## src/agen_pkg.sv

```systemverilog
// Constants and types for the modulo and bit-reversed address generator.
// How it works
// - Modulo correction applies to pointers from any working register.
// - Bound test uses greater/less than, so overshooting steps still wrap.
// - Corrected address written back only for pre- or post-modify modes.
// - Register-plus-offset mode corrects the address, pointer stays unchanged.
// - Bit reversal exists only in the X write unit, writes only.
// - Only the modifier is bit-reversed; pointer and result stay normal.
// - Reversal needs select not 15, enable set, pre/post increment mode.
// - Modifier is a 15-bit field, scaled to byte addresses for words.
// - Byte access or other modes fall back to a normal address.
// - Active reversal adds pointer and modifier, ignoring the mode offset.
// - Reversed addresses always have bit zero cleared.
// - Reversal beats modulo in the write unit; read unit keeps modulo.
package agen_pkg;

    localparam int ADDR_W = 16;
    localparam int MOD_W = 15;
    localparam logic [3:0] STACK_SEL = 4'hf;
    localparam int ENABLE_BIT = 15;

    // Register offsets on the plain register port.
    localparam logic [3:0] OFF_REVCTL = 4'h0;
    localparam logic [3:0] OFF_MODCTL = 4'h1;
    localparam logic [3:0] OFF_XSTART = 4'h2;
    localparam logic [3:0] OFF_XEND = 4'h3;
    localparam logic [3:0] OFF_STATUS = 4'h4;

    localparam logic [15:0] RST_REVCTL = 16'h0000;
    localparam logic [15:0] RST_MODCTL = 16'h000f;
    localparam logic [15:0] RST_BOUND = 16'h0000;

    // Address mode control fields.
    localparam int MC_XEN_BIT = 15;
    localparam int MC_SEL_LSB = 0;

    typedef enum logic [2:0] {
        MODE_DIRECT,
        MODE_POSTINC,
        MODE_POSTDEC,
        MODE_PREINC,
        MODE_PREDEC,
        MODE_OFFSET
    } amode_e;

endpackage

```

## src/rev_carry_add.sv

```systemverilog
// Reverse-carry adder: carries ripple from the top bit down to bit zero.
`timescale 1ns/1ps
module rev_carry_add #(
    parameter int W = 16
) (
    // Operands.
    input wire logic [W-1:0] a,
    input wire logic [W-1:0] b,
    // Sum.
    output logic [W-1:0] sum
);
    always_comb begin
        logic c;
        c = 1'b0;
        for (int i = W - 1; i >= 0; i--) begin
            sum[i] = a[i] ^ b[i] ^ c;
            c = (a[i] & b[i]) | (c & (a[i] ^ b[i]));
        end
    end
endmodule

```

## src/modulo_bitrev_address_gen.sv

```systemverilog
// Modulo and bit-reversed effective address generation for X accesses.
//
// Chosen here: the address map and the address-and-strobe port.
`timescale 1ns/1ps
module modulo_bitrev_address_gen #(
    parameter int AW = agen_pkg::ADDR_W
) (
    // Clock and reset.
    input wire logic clk,
    input wire logic rst_n,
    // Register port.
    input wire logic [3:0] regAddr,
    input wire logic [15:0] regWdata,
    input wire logic regWr,
    input wire logic regRd,
    output logic [15:0] regRdata,
    // Access request from the decoder.
    input wire logic reqValid,
    input wire logic reqWrite,
    input wire logic reqByte,
    input wire logic [3:0] reqPtrSel,
    input wire agen_pkg::amode_e reqMode,
    input wire logic [AW-1:0] reqPtr,
    input wire logic [AW-1:0] reqOffset,
    // Results toward the memory bus and register file.
    output logic eaValid,
    output logic [AW-1:0] eaAddr,
    output logic ptrWrEn,
    output logic [3:0] ptrWrSel,
    output logic [AW-1:0] ptrWrData,
    output logic eaReversed
);
    import agen_pkg::*;

    logic [15:0] revCtl_r;
    logic [15:0] modCtl_r;
    logic [AW-1:0] xStart_r;
    logic [AW-1:0] xEnd_r;
    logic [7:0] revCount_r;

    wire logic revEnable = revCtl_r[ENABLE_BIT];
    wire logic [MOD_W-1:0] revMod = revCtl_r[MOD_W-1:0];
    wire logic modEnable = modCtl_r[MC_XEN_BIT];
    wire logic [3:0] revSel = modCtl_r[MC_SEL_LSB +: 4];

    // Register writes.
    always_ff @(posedge clk) begin
        if (!rst_n) begin
            revCtl_r <= RST_REVCTL;
            modCtl_r <= RST_MODCTL;
            xStart_r <= AW'(RST_BOUND);
            xEnd_r <= AW'(RST_BOUND);
        end else if (regWr) begin
            case (regAddr)
                OFF_REVCTL: revCtl_r <= regWdata;
                OFF_MODCTL: modCtl_r <= regWdata;
                OFF_XSTART: xStart_r <= AW'(regWdata);
                OFF_XEND: xEnd_r <= AW'(regWdata);
                default: ;
            endcase
        end
    end

    // Register reads, answered one cycle after the strobe.
    always_ff @(posedge clk) begin
        if (!rst_n) begin
            regRdata <= 16'h0000;
        end else if (regRd) begin
            case (regAddr)
                OFF_REVCTL: regRdata <= revCtl_r;
                OFF_MODCTL: regRdata <= modCtl_r;
                OFF_XSTART: regRdata <= 16'(xStart_r);
                OFF_XEND: regRdata <= 16'(xEnd_r);
                OFF_STATUS: regRdata <= {8'h00, revCount_r};
                default: regRdata <= 16'h0000;
            endcase
        end else begin
            regRdata <= 16'h0000;
        end
    end

    function automatic logic isIncMode(input amode_e m);
        return (m == MODE_PREINC) || (m == MODE_POSTINC);
    endfunction

    function automatic logic isModify(input amode_e m);
        return (m == MODE_PREINC) || (m == MODE_POSTINC) ||
               (m == MODE_PREDEC) || (m == MODE_POSTDEC);
    endfunction

    // Bit reversal only for word writes through pre/post increment.
    // Select and enable come straight from the registers, so a control
    // write already governs the very next request; no gap is enforced here.
    logic revActive;
    always_comb begin
        revActive = revEnable && (reqPtrSel == revSel) &&
                    (revSel != STACK_SEL) && isIncMode(reqMode) &&
                    reqWrite && !reqByte;
    end

    // The modifier is scaled to bytes; only it is reversed in sense.
    logic [AW-1:0] revModBytes;
    logic [AW-1:0] revSum;
    assign revModBytes = AW'({revMod, 1'b0});

    rev_carry_add #(.W(AW)) uRev (
        .a({reqPtr[AW-1:1], 1'b0}),
        .b(revModBytes),
        .sum(revSum)
    );

    // Normal arithmetic and modulo correction.
    logic [AW-1:0] stepAmt;
    logic [AW-1:0] modified;
    logic [AW-1:0] corrected;
    logic [AW-1:0] eaNext;
    logic [AW-1:0] ptrNext;
    logic modApplies;
    logic isDec;
    always_comb begin
        stepAmt = reqByte ? AW'(1) : AW'(2);
        isDec = (reqMode == MODE_PREDEC) || (reqMode == MODE_POSTDEC);
        case (reqMode)
            MODE_POSTINC, MODE_PREINC: modified = reqPtr + stepAmt;
            MODE_POSTDEC, MODE_PREDEC: modified = reqPtr - stepAmt;
            MODE_OFFSET: modified = reqPtr + reqOffset;
            default: modified = reqPtr;
        endcase
        // Any register qualifies; disabled by active reversal on writes.
        modApplies = modEnable && !revActive;
        corrected = modified;
        if (modApplies && reqMode != MODE_DIRECT) begin
            // Overshoot past a bound wraps by the buffer length.
            if (!isDec && modified > xEnd_r) begin
                corrected = modified - (xEnd_r - xStart_r + AW'(1));
            end else if (isDec && modified < xStart_r) begin
                corrected = modified + (xEnd_r - xStart_r + AW'(1));
            end
        end
        if (revActive) begin
            // Mode offset ignored and bit zero cleared.
            // A carry that ripples down into bit zero is dropped: words only.
            ptrNext = {revSum[AW-1:1], 1'b0};
            eaNext = (reqMode == MODE_PREINC) ? ptrNext :
                     {reqPtr[AW-1:1], 1'b0};
        end else begin
            eaNext = (reqMode == MODE_POSTINC ||
                      reqMode == MODE_POSTDEC) ? reqPtr : corrected;
            ptrNext = corrected;
        end
    end

    // Registered results.
    always_ff @(posedge clk) begin
        if (!rst_n) begin
            eaValid <= 1'b0;
            eaAddr <= '0;
            ptrWrEn <= 1'b0;
            ptrWrSel <= 4'h0;
            ptrWrData <= '0;
            eaReversed <= 1'b0;
        end else begin
            eaValid <= reqValid;
            eaAddr <= eaNext;
            ptrWrEn <= reqValid && isModify(reqMode);
            ptrWrSel <= reqPtrSel;
            ptrWrData <= ptrNext;
            eaReversed <= reqValid && revActive;
        end
    end

    // Count of reversed accesses, visible in the status register.
    always_ff @(posedge clk) begin
        if (!rst_n) begin
            revCount_r <= 8'h00;
        end else if (reqValid && revActive) begin
            revCount_r <= revCount_r + 8'h01;
        end
    end

    // Assertions.
    property p_rev_lsb;
        @(posedge clk) disable iff (!rst_n)
        eaReversed |-> (eaAddr[0] == 1'b0 && ptrWrData[0] == 1'b0);
    endproperty
    a_rev_lsb: assert property (p_rev_lsb)
        else $error("Reversed address has bit zero set.");

    property p_rev_write_only;
        @(posedge clk) disable iff (!rst_n)
        (reqValid && !reqWrite) |=> !eaReversed;
    endproperty
    a_rev_write_only: assert property (p_rev_write_only)
        else $error("Reversal applied to a read.");

    property p_rev_stack;
        @(posedge clk) disable iff (!rst_n)
        (reqValid && reqPtrSel == STACK_SEL) |=> !eaReversed;
    endproperty
    a_rev_stack: assert property (p_rev_stack)
        else $error("Reversal applied to the stack pointer.");

    property p_rev_sel;
        @(posedge clk) disable iff (!rst_n)
        (reqValid && reqPtrSel != revSel) |=> !eaReversed;
    endproperty
    a_rev_sel: assert property (p_rev_sel)
        else $error("Reversal applied to an unselected pointer.");

    property p_rev_byte;
        @(posedge clk) disable iff (!rst_n)
        (reqValid && reqByte) |=> !eaReversed;
    endproperty
    a_rev_byte: assert property (p_rev_byte)
        else $error("Reversal applied to a byte access.");

    property p_offset_no_wb;
        @(posedge clk) disable iff (!rst_n)
        (reqValid && reqMode == MODE_OFFSET) |=> !ptrWrEn;
    endproperty
    a_offset_no_wb: assert property (p_offset_no_wb)
        else $error("Offset mode wrote the pointer back.");

    property p_modify_wb;
        @(posedge clk) disable iff (!rst_n)
        (reqValid && isModify(reqMode)) |=>
            (ptrWrEn && ptrWrSel == $past(reqPtrSel));
    endproperty
    a_modify_wb: assert property (p_modify_wb)
        else $error("Modify mode did not write the pointer back.");

    property p_rev_when;
        @(posedge clk) disable iff (!rst_n)
        (reqValid && revEnable && reqWrite && !reqByte &&
         reqPtrSel == revSel && revSel != STACK_SEL &&
         reqMode == MODE_POSTINC) |=>
            (eaReversed && ptrWrData[AW-1:1] == $past(revSum[AW-1:1]));
    endproperty
    a_rev_when: assert property (p_rev_when)
        else $error("Qualified access was not reversed.");

    property p_rev_no_modulo;
        @(posedge clk) disable iff (!rst_n)
        (reqValid && revActive && modEnable) |=>
            (ptrWrData[AW-1:1] == $past(revSum[AW-1:1]));
    endproperty
    a_rev_no_modulo: assert property (p_rev_no_modulo)
        else $error("Modulo correction touched a reversed write.");

    property p_rev_preinc;
        @(posedge clk) disable iff (!rst_n)
        (reqValid && revActive && reqMode == MODE_PREINC) |=>
            (eaAddr == ptrWrData);
    endproperty
    a_rev_preinc: assert property (p_rev_preinc)
        else $error("Reversed pre-increment address is wrong.");

    property p_rev_post;
        @(posedge clk) disable iff (!rst_n)
        (reqValid && revActive && reqMode == MODE_POSTINC) |=>
            (eaAddr[AW-1:1] == $past(reqPtr[AW-1:1]));
    endproperty
    a_rev_post: assert property (p_rev_post)
        else $error("Reversed post-increment did not use the pointer.");

    property p_idle_quiet;
        @(posedge clk) disable iff (!rst_n)
        !reqValid |=> (!eaValid && !ptrWrEn && !eaReversed);
    endproperty
    a_idle_quiet: assert property (p_idle_quiet)
        else $error("Result strobes rose without a request.");

    property p_mod_wrap;
        @(posedge clk) disable iff (!rst_n)
        // Only a pointer that starts inside the buffer is held to it; one
        // outside is moved by one length and may well stay outside.
        (reqValid && !revActive && modEnable && xStart_r < xEnd_r &&
         reqPtr >= xStart_r && reqPtr <= xEnd_r &&
         isIncMode(reqMode) && reqPtr + stepAmt > xEnd_r) |=>
            (ptrWrData <= $past(xEnd_r) && ptrWrData >= $past(xStart_r));
    endproperty
    a_mod_wrap: assert property (p_mod_wrap)
        else $error("Incrementing pointer passed the upper bound.");

    property p_dec_wrap;
        @(posedge clk) disable iff (!rst_n)
        (reqValid && !revActive && modEnable && xStart_r < xEnd_r &&
         xStart_r > AW'(1) && reqPtr >= xStart_r && reqPtr <= xEnd_r &&
         isDec) |=>
            (ptrWrData <= $past(xEnd_r) && ptrWrData >= $past(xStart_r));
    endproperty
    a_dec_wrap: assert property (p_dec_wrap)
        else $error("Decrementing pointer passed the lower bound.");

    property p_reset_off;
        @(posedge clk) !rst_n |=> (!revEnable && revMod == '0);
    endproperty
    a_reset_off: assert property (p_reset_off)
        else $error("Reset left bit reversal configured.");

    c_rev: cover property (@(posedge clk) disable iff (!rst_n)
        eaReversed);
    c_offset: cover property (@(posedge clk) disable iff (!rst_n)
        reqValid && reqMode == MODE_OFFSET && modEnable);
    c_wrap: cover property (@(posedge clk) disable iff (!rst_n)
        reqValid && modApplies && corrected != modified);
    c_dec_wrap: cover property (@(posedge clk) disable iff (!rst_n)
        reqValid && isDec && modApplies && corrected != modified);
    c_rev_mod: cover property (@(posedge clk) disable iff (!rst_n)
        reqValid && revActive && modEnable);

endmodule

```

## config.mk

```make
export PLATFORM = sky130hd
export DESIGN_NAME = modulo_bitrev_address_gen
export DESIGN_NICKNAME = d
export VERILOG_FILES = /design/src/agen_pkg.sv /design/src/rev_carry_add.sv /design/src/modulo_bitrev_address_gen.sv
export SDC_FILE = /design/constraint.sdc
export NUM_CORES = 1
export LEC_CHECK = 0
export BUFFER_PORTS_ARGS = -buffer_cell sky130_fd_sc_hd__buf_2
export CORE_MARGIN = 5
export CORE_UTILIZATION = 35
export CTS_CLUSTER_SIZE = 40
export DETAILED_ROUTE_END_ITERATION = 7
export GPL_ROUTABILITY_DRIVEN = 0
export PLACE_DENSITY = 0.59
export SLEW_MARGIN = 20
export SYNTH_ARGS = -nofsm -noshare
export SYNTH_HDL_FRONTEND = slang
export SYNTH_SLANG_ARGS = --single-unit
```

## constraint.sdc

```tcl
create_clock -name clk -period 12.8 [get_ports clk]
set_input_delay 1.92 -clock clk [delete_from_list [all_inputs] [get_ports clk]]
set_output_delay 1.92 -clock clk [all_outputs]
set_load 0.02 [all_outputs]
```

==> results of run 1 <==
==> power by group <==
group | internal (uW) | switching, uW | leakage (uW)
logic | 197 | 317 | 0.00322
clock network | 309 | 200 | 0.000296
registers | 412 | 8.33 | 0.00103
total | 919 | 526 | 0.00456
==> cell type report <==
class                   instances  area [um^2]
fillers                      2730        15800
clock buffers                  17        425.4
clock inverters                14        183.9
flip-flops and latches        127         2542
multi-input cells             927         6367
repair buffers                129        668.1
well taps                     341        426.7
inverters                      83        311.5
==> synthesized netlist by cell type, types with 16 or more instances <==
cell type / n
dfxtp_1: 127
a222oi_1: 16
a21oi_1: 147
o21ai_0: 47
nor2_1: 77
ha_1: 107
fa_1: 17
nor3_1: 16
clkbuf_1: 55
xnor2_1: 28
nand3_1: 25
nand2_1: 178
nor2b_1: 21
inv_1: 81
a21o_1: 21
==> stage by stage <==
stage                     instances  instance area, um^2  worst slack (ns)
final                          1638                10930             4.783
after global routing           1638                10930             4.435
after CTS                      1638                10930             4.916
after detailed placement       1607                10320             4.485
after global placement         1607                10320             4.595
after floorplan                1197                 9425             5.010
==> tightest hold or removal path: stages (launching register included) <==
cell	delay [ns]
dfxtp_1	0.31
nand2_1	0.05
a21oi_1	0.05
==> per-layer routing <==
metal	share of wire	vias up	wire length (um)	track usage
li1	-	4456	-	-
met1	0.47	4368	14660	0.2864
met4	0.021	0	648	0.05807
met2	0.44	340	13790	0.3112
met5	0	-	0	0
met3	0.076	52	2383	0.04328
==> sequential cells by signal, indices dropped and copies added, names as in the netlist, 8 cells and up <==
register	cells
eaAddr	16
xStart_r	16
revCtl_r	16
ptrWrData	16
modCtl_r	16
regRdata	16
revCount_r	8
xEnd_r	16
==> cell families (layout without fill, tap and decap cells) <==
logic type,after synthesis,count (layout)
buffers and inverters,143,243
flip-flops,127,127
AO/OA/AOI/OAI,354,354
AND/OR/NAND/NOR,392,392
XOR/XNOR,38,38
adder cells (fa/ha/maj),124,124
multiplexers,19,19
==> how the worst max path moves through the flow <==
stage | from | end | slack, ns | cells after the start
global route | reqMode[2] | eaAddr[13] | 4.43 | 24
finish | reqMode[2] | eaAddr[13] | 4.78 | 24
floorplan | reqPtr[15] | eaAddr[1] | 5.01 | 19
global placement | reqPtr[15] | eaAddr[1] | 4.60 | 20
CTS | reqMode[2] | eaAddr[13] | 4.92 | 24
detailed placement | reqMode[2] | eaAddr[13] | 4.48 | 24
==> metrics, run 1 <==
status finished clean; number of synthesized flops with an enable pin 0; largest net degree at the start of global routing 76; buffers plus inverters on the worst setup path 1; crit path launch type primary input; hold path startpoint modCtl_r[11]; CTS clock-pin slew for the worst setup and hold paths 0.06 ns; cell family with most CP delay compound AO/OA/AOI/OAI gates; register area share after synthesis 0.2697; total power between 1000 and 1500 uW; Die H 174.1 um; CTS Buf Count 17; clk_lat worst skew 0.43 ns; Starting DRT DRC Count roughly 900; vias 9216; most frequent cells in the layout nand2_1 (178), a21oi_1 (147), dfxtp_1 (127); Sink Count roughly 130; critical-path cell list buf_2 -> nor2b_1 -> nand2_1 -> mux2_2 -> ha_1 -> fa_1 -> a21o_1 -> a211oi_1 -> o31ai_1 -> o41ai_1 -> o21ai_0 -> xor2_1 -> mux2_2 -> ha_1 -> nand3_1 -> o22ai_1 -> nor2_1 -> o21ai_0 -> a21oi_1 -> or2_2 -> a21oi_1 -> o32ai_1 -> o21ai_0 -> and3_1; top cells by area, synth dfxtp_1 (27%), ha_1 (14%), a21oi_1 (7.8%), nand2_1 (7.1%), fa_1 (3.6%); Pwr Density 132.2 nW/um^2; Worst Hold Endpoint modCtl_r[11]; CTS root buf clkbuf_16; initial antenna violation count 0; Crit path required time 13.17 ns; TritonRoute pass-1 iters 5; shortest clock period the worst path allows after layout around 8 ns; reg2reg setup slack 6.11 ns; area fraction of the dominant cell type after synthesis 0.2697; syn_nets 1387; Register-to-Register Path Depth 19; first-pass GRT wire length a little under 50000 um; IO Port Bufs 120; Total GRT Usage 0.2024; Critical-path top delay cell a21oi_1; I/O pin total 121; Nets 1475; post-synthesis mux area share 0.02111; leading area contributor after synthesis dfxtp_1; fin crit share 0.6264; # setup viols final 0; Yosys reg bits 127; compound-cell area share of the yosys netlist 0.2462; RSZ-0062 raised after global routing false; Worst Path Class, Setup in -> reg; Post-synth ARST share 0; detailed-placement wirelength estimate 24490 um; Final Max Tran Viols 0; hold path cells 2; die area 30310 um^2; gate count of the mapped netlist 1197; max-cap violations 0; worst-path fanout max 15; CTS Buffer Depth 2; xor and xnor area share after synthesis 0.03531; final hold violations 0; largest family of logic cells by synthesized area compound AO/OA/AOI/OAI gates; H-tree Lvls 4; global route overflow 0; diode count 0; most used cell along the critical path o21ai_0; Synth Area in Simple Gates 0.1916; total negative slack 0 ns; vias in the first global route 8754; Util after Layout 0.4088; Area Overhead vs Synth 15.92%; most common cell after layout, fill and taps aside nand2_1; # hold bufs at CTS 0; Worst-Margin Slew 1.095 ns; Initial Utilization 0.3527; post-synthesis adder-cell area fraction 0.1781; Synth Cell Area 9425 um^2; number of distinct library cells after synthesis 77; yosys warns 0; worst r2r dst eaAddr[1]; Critical Path AT 8.38 ns; Worst setup EP type flip-flop; Hold WS around 0.46 ns; Avg Cell Area, Syn around 8 um^2; HP Class reg -> reg; CTS tree done; Main synth FF type dfxtp_1; Leakage 0.004556 uW; total wire length about 31000 um; via/cell ratio 5.626; per-cell routed wire length 19.22 um; Final Skew between 0.015 and 0.02 ns; Post-CTS Setup Repair Bufs 0; Peak VDD IR about 0.00009 V; die span in x 174.1 um; Worst path max stage delay 0.87 ns; fmax 0.1247 GHz; drc violations 0; Relative slew margins 0.2698; post-route ant nets 0; Core Area roughly 27000 um^2; Critical R2R Launch revCtl_r[14]; post-CTS sizing 0; share of cells above drive strength 1 0.1519; std cell rows 60
(Power assumes the default switching activity.)
==> inputs of run 2 (changes only) <==
--- a/config.mk
+++ b/config.mk
@@ -5,13 +5,14 @@
 export SDC_FILE = /design/constraint.sdc
 export NUM_CORES = 1
 export LEC_CHECK = 0
+export ABC_AREA = 1
 export BUFFER_PORTS_ARGS = -buffer_cell sky130_fd_sc_hd__buf_2
 export CORE_MARGIN = 5
 export CORE_UTILIZATION = 35
 export CTS_CLUSTER_SIZE = 40
 export DETAILED_ROUTE_END_ITERATION = 7
 export GPL_ROUTABILITY_DRIVEN = 0
-export PLACE_DENSITY = 0.59
+export PLACE_DENSITY = 0.61
 export SLEW_MARGIN = 20
 export SYNTH_ARGS = -nofsm -noshare
 export SYNTH_HDL_FRONTEND = slang
==> constraint.sdc (replaced) <==
create_clock -name clk -period 6.5 [get_ports clk]
set_input_delay 0.975 -clock clk [delete_from_list [all_inputs] [get_ports clk]]
set_output_delay 0.975 -clock clk [all_outputs]
set_load 0.02 [all_outputs]
==> run 2 against run 1 <==
Worst setup slack got worse by 4.6 ns. Hold slack barely moved. Cell count rose by 14%. Power rose by 120%. Wire length fell by 11%. Clock-buffer cell count did not move. Sequential cell count did not move. Clock skew fell by 0.0030 ns. Cell area rose by 3.3%. Global-route usage fell by 2.3 points. Critical endpoint is now eaAddr[1]. Largest cell class unchanged.
==> metrics, run 2 <==
critical-path cell list buf_2 -> ha_1 -> fa_1 -> fa_2 -> fa_2 -> fa_2 -> fa_2 -> fa_2 -> fa_2 -> fa_2 -> fa_2 -> fa_2 -> fa_2 -> fa_2 -> fa_2 -> xnor2_1 -> xor2_1 -> mux2_2 -> o21ai_1 -> a21oi_1 (was buf_2 -> nor2b_1 -> nand2_1 -> mux2_2 -> ha_1 -> fa_1 -> a21o_1 -> a211oi_1 -> o31ai_1 -> o41ai_1 -> o21ai_0 -> xor2_1 -> mux2_2 -> ha_1 -> nand3_1 -> o22ai_1 -> nor2_1 -> o21ai_0 -> a21oi_1 -> or2_2 -> a21oi_1 -> o32ai_1 -> o21ai_0 -> and3_1); Worst path max stage delay 0.39 ns (was 0.87 ns); leading area contributor after synthesis dfxtp_1 (unchanged); Pwr Density 277.0 nW/um^2 (was 132.2 nW/um^2); Initial Utilization 0.3528 (was 0.3527); fmax 0.1580 GHz; first-pass GRT wire length 45400 um (was 49460 um); Worst setup EP type flip-flop (unchanged); post-route ant nets 0 (unchanged); top cells by area, synth dfxtp_1 (26%), ha_1 (14%), nand2_1 (9.9%), a21oi_1 (8.7%), inv_1 (7.4%) (was dfxtp_1 (27%), ha_1 (14%), a21oi_1 (7.8%), nand2_1 (7.1%), fa_1 (3.6%)); most used cell along the critical path fa_2 (was o21ai_0); Sink Count 127 (unchanged); most frequent cell after synthesis nand2_1 (unchanged); detailed-placement wirelength estimate 22780 um (was 24490 um); Post-synth top cells nand2_1 (257), inv_1 (193), a21oi_1 (170), o21ai_0 (133), dfxtp_1 (127) (was nand2_1 (178), a21oi_1 (147), dfxtp_1 (127), ha_1 (107), inv_1 (81)); compound-cell area share of the yosys netlist 0.2218 (was 0.2462); die area 31280 um^2 (was 30310 um^2); Peak VDD IR 0.0001690 V (was 0.00009167 V); Worst Hold Endpoint modCtl_r[6] (was modCtl_r[11]); H-tree Lvls 4 (unchanged); total negative slack 0 ns (unchanged); CTS tree done (unchanged); number of synthesized flops with an enable pin 0 (unchanged); I/O pin total 121 (unchanged); IO Port Bufs 120 (unchanged); per-cell routed wire length 15.05 um (was 19.22 um); CTS root buf clkbuf_16 (unchanged); Worst Path Class, Setup in -> reg (unchanged); std cell rows 61 (was 60); xor and xnor area share after synthesis 0.04583 (was 0.03531); largest family of logic cells by synthesized area compound AO/OA/AOI/OAI gates (unchanged); Register Area 2542 um^2 (unchanged); Multi-input gate area 6267 um^2 (was 6367 um^2); Relative slew margins 0.2901 (was 0.2698); CTS Buf Count 17 (unchanged); drc violations 0 (unchanged); gate count of the mapped netlist 1386 (was 1197); register area share after synthesis 0.2608 (was 0.2697); Nets 1671 (was 1475); syn_nets 1576 (was 1387); Starting DRT DRC Count 694 (was 903); number of distinct library cells after synthesis 45 (was 77); Register-to-Register Path Depth 19 (unchanged); worst-path fanout max 2 (was 15); # hold bufs at CTS 0 (unchanged); RSZ-0062 raised after global routing false (unchanged); most common cell after layout, fill and taps aside nand2_1 (unchanged); Post-CTS Setup Repair Bufs 0 (unchanged); Synth Cell Area 9747 um^2 (was 9425 um^2); Final Skew 0.01462 ns (was 0.01764 ns); FILL cells 2919 (was 2730); reg2reg setup slack 0.52 ns (was 6.11 ns); Worst-Margin Slew 1.062 ns (was 1.095 ns); share of cells above drive strength 1 0.1419 (was 0.1519); Avg Cell Area, Syn 7.032 um^2 (was 7.874 um^2); Yosys reg bits 127 (unchanged); CTS Buffer Depth 2 (unchanged); vias 9216 (unchanged); placed cell count 1840 (was 1607); fin cells 1872 (was 1638); total wire length 28180 um (was 31490 um); Post-Place Cell Area 10710 um^2 (was 10320 um^2); pre-CTS setup slack -0.3374 ns (was 4.485 ns); # setup viols final 0 (unchanged); status finished clean (unchanged); yosys warns 0 (unchanged); Leakage 0.005381 uW (was 0.004556 uW); post-synthesis mux area share 0.01617 (was 0.02111); hold path cells 2 (unchanged); vias in the first global route 8769 (was 8754); largest net degree at the start of global routing 74 (was 76); final hold violations 0 (unchanged); fin crit share 0.9739; Synth Area in Simple Gates 0.1828 (was 0.1916); TritonRoute pass-1 iters 5 (unchanged); Core Area 27630 um^2 (was 26730 um^2); worst r2r dst eaAddr[1] (unchanged); area fraction of the dominant cell type after synthesis 0.2608 (was 0.2697); slack of the critical path 0.1695 ns (was 4.783 ns); post-route cell area 11290 um^2 (was 10930 um^2); Critical-path top delay cell fa_1 (was a21oi_1); initial antenna violation count 0 (unchanged); Final Max Tran Viols 0 (unchanged); diode count 0 (unchanged); Area Overhead vs Synth 15.80% (was 15.92%); most frequent cells in the layout nand2_1 (257), inv_1 (193), a21oi_1 (170) (was nand2_1 (178), a21oi_1 (147), dfxtp_1 (127)); Total GRT Usage 0.1797 (was 0.2024); global route overflow 0 (unchanged); Hold WS 0.4563 ns (was 0.4560 ns); post-synthesis adder-cell area fraction 0.1723 (was 0.1781); HP Class reg -> reg (unchanged); crit path launch type primary input (unchanged); hold path startpoint modCtl_r[6] (was modCtl_r[11]); CTS clock-pin slew for the worst setup and hold paths 0.06 ns (about the same); Main synth FF type dfxtp_1 (unchanged); Post-synth ARST share 0 (unchanged); die span in x 176.9 um (was 174.1 um); Critical R2R Launch revCtl_r[14] (unchanged); post-CTS sizing 0 (unchanged); max-cap violations 0 (unchanged); Crit path required time 6.81 ns (was 13.17 ns); clk_lat worst skew 0.43 ns (about the same); Critical Path AT 6.64 ns (was 8.38 ns); via/cell ratio 4.923 (was 5.626); shortest clock period the worst path allows after layout ~6.3 ns; Die H 176.9 um (was 174.1 um)
==> run 2: area by class of cell <==
cell class              instances  area share
flip-flops and latches        127      0.2253
inverters                     199     0.06618
clock buffers                  17     0.03769
well taps                     378     0.04190
repair buffers                131     0.06053
clock inverters                15     0.01319
multi-input cells            1005      0.5553
==> run 2: logic make-up (layout without fill, tap and decap cells) <==
logic type | Yosys count | after routing
flip-flops | 127 | 127
XOR/XNOR | 51 | 51
AND/OR/NAND/NOR | 424 | 424
adder cells (fa/ha/maj) | 124 | 124
buffers and inverters | 254 | 362
AO/OA/AOI/OAI | 392 | 392
multiplexers | 14 | 14
==> run 2: worst max-delay path, delay by kind of cell <==
| family | cells | cell delay, ns |
|---|---|---|
| AO/OA/AOI/OAI | 2 | 0.18 |
| XOR/XNOR | 2 | 0.29 |
| adder cells (fa/ha/maj) | 14 | 4.81 |
| buffers and inverters | 1 | 0.12 |
| multiplexers | 1 | 0.27 |
==> run 2: where the power goes <==
part           internal, uW  switching [uW]
sequential              817            14.7
clock                   539             425
combinational           481             851
==> run 2: worst max-delay path by stage <==
| stage | startpoint | end | slack, ns | cells after the start |
|---|---|---|---|---|
| finish | reqPtr[15] | eaAddr[1] | 0.17 | 20 |
| detailed placement | reqPtr[15] | eaAddr[1] | -0.34 | 20 |
| global route | reqPtr[15] | eaAddr[1] | 0.02 | 20 |
| CTS | reqPtr[15] | eaAddr[1] | 0.11 | 20 |
| floorplan | reqPtr[15] | eaAddr[1] | 0.03 | 19 |
| global placement | reqPtr[15] | eaAddr[1] | -0.32 | 20 |
==> run 2: layer usage <==
metal | GRT usage | part of all wire | vias up
met5 | 0 | 0 | -
met4 | 0.03643 | 0.011 | 0
li1 | - | - | 4818
met1 | 0.2666 | 0.51 | 4126
met2 | 0.2708 | 0.42 | 250
met3 | 0.03589 | 0.063 | 22
==> run 2: per-stage QoR <==
| stage | total power [uW] | utilization |
|---|---|---|
| 6_report | 3127 | 0.4085 |
| 3_3_place_gp | 2146 | 0.3875 |
| 4_1_cts | 3131 | 0.4083 |
| 2_1_floorplan | 1836 | - |
| 5_1_grt | 3366 | 0.4085 |
| 3_5_place_dp | 2165 | 0.3875 |
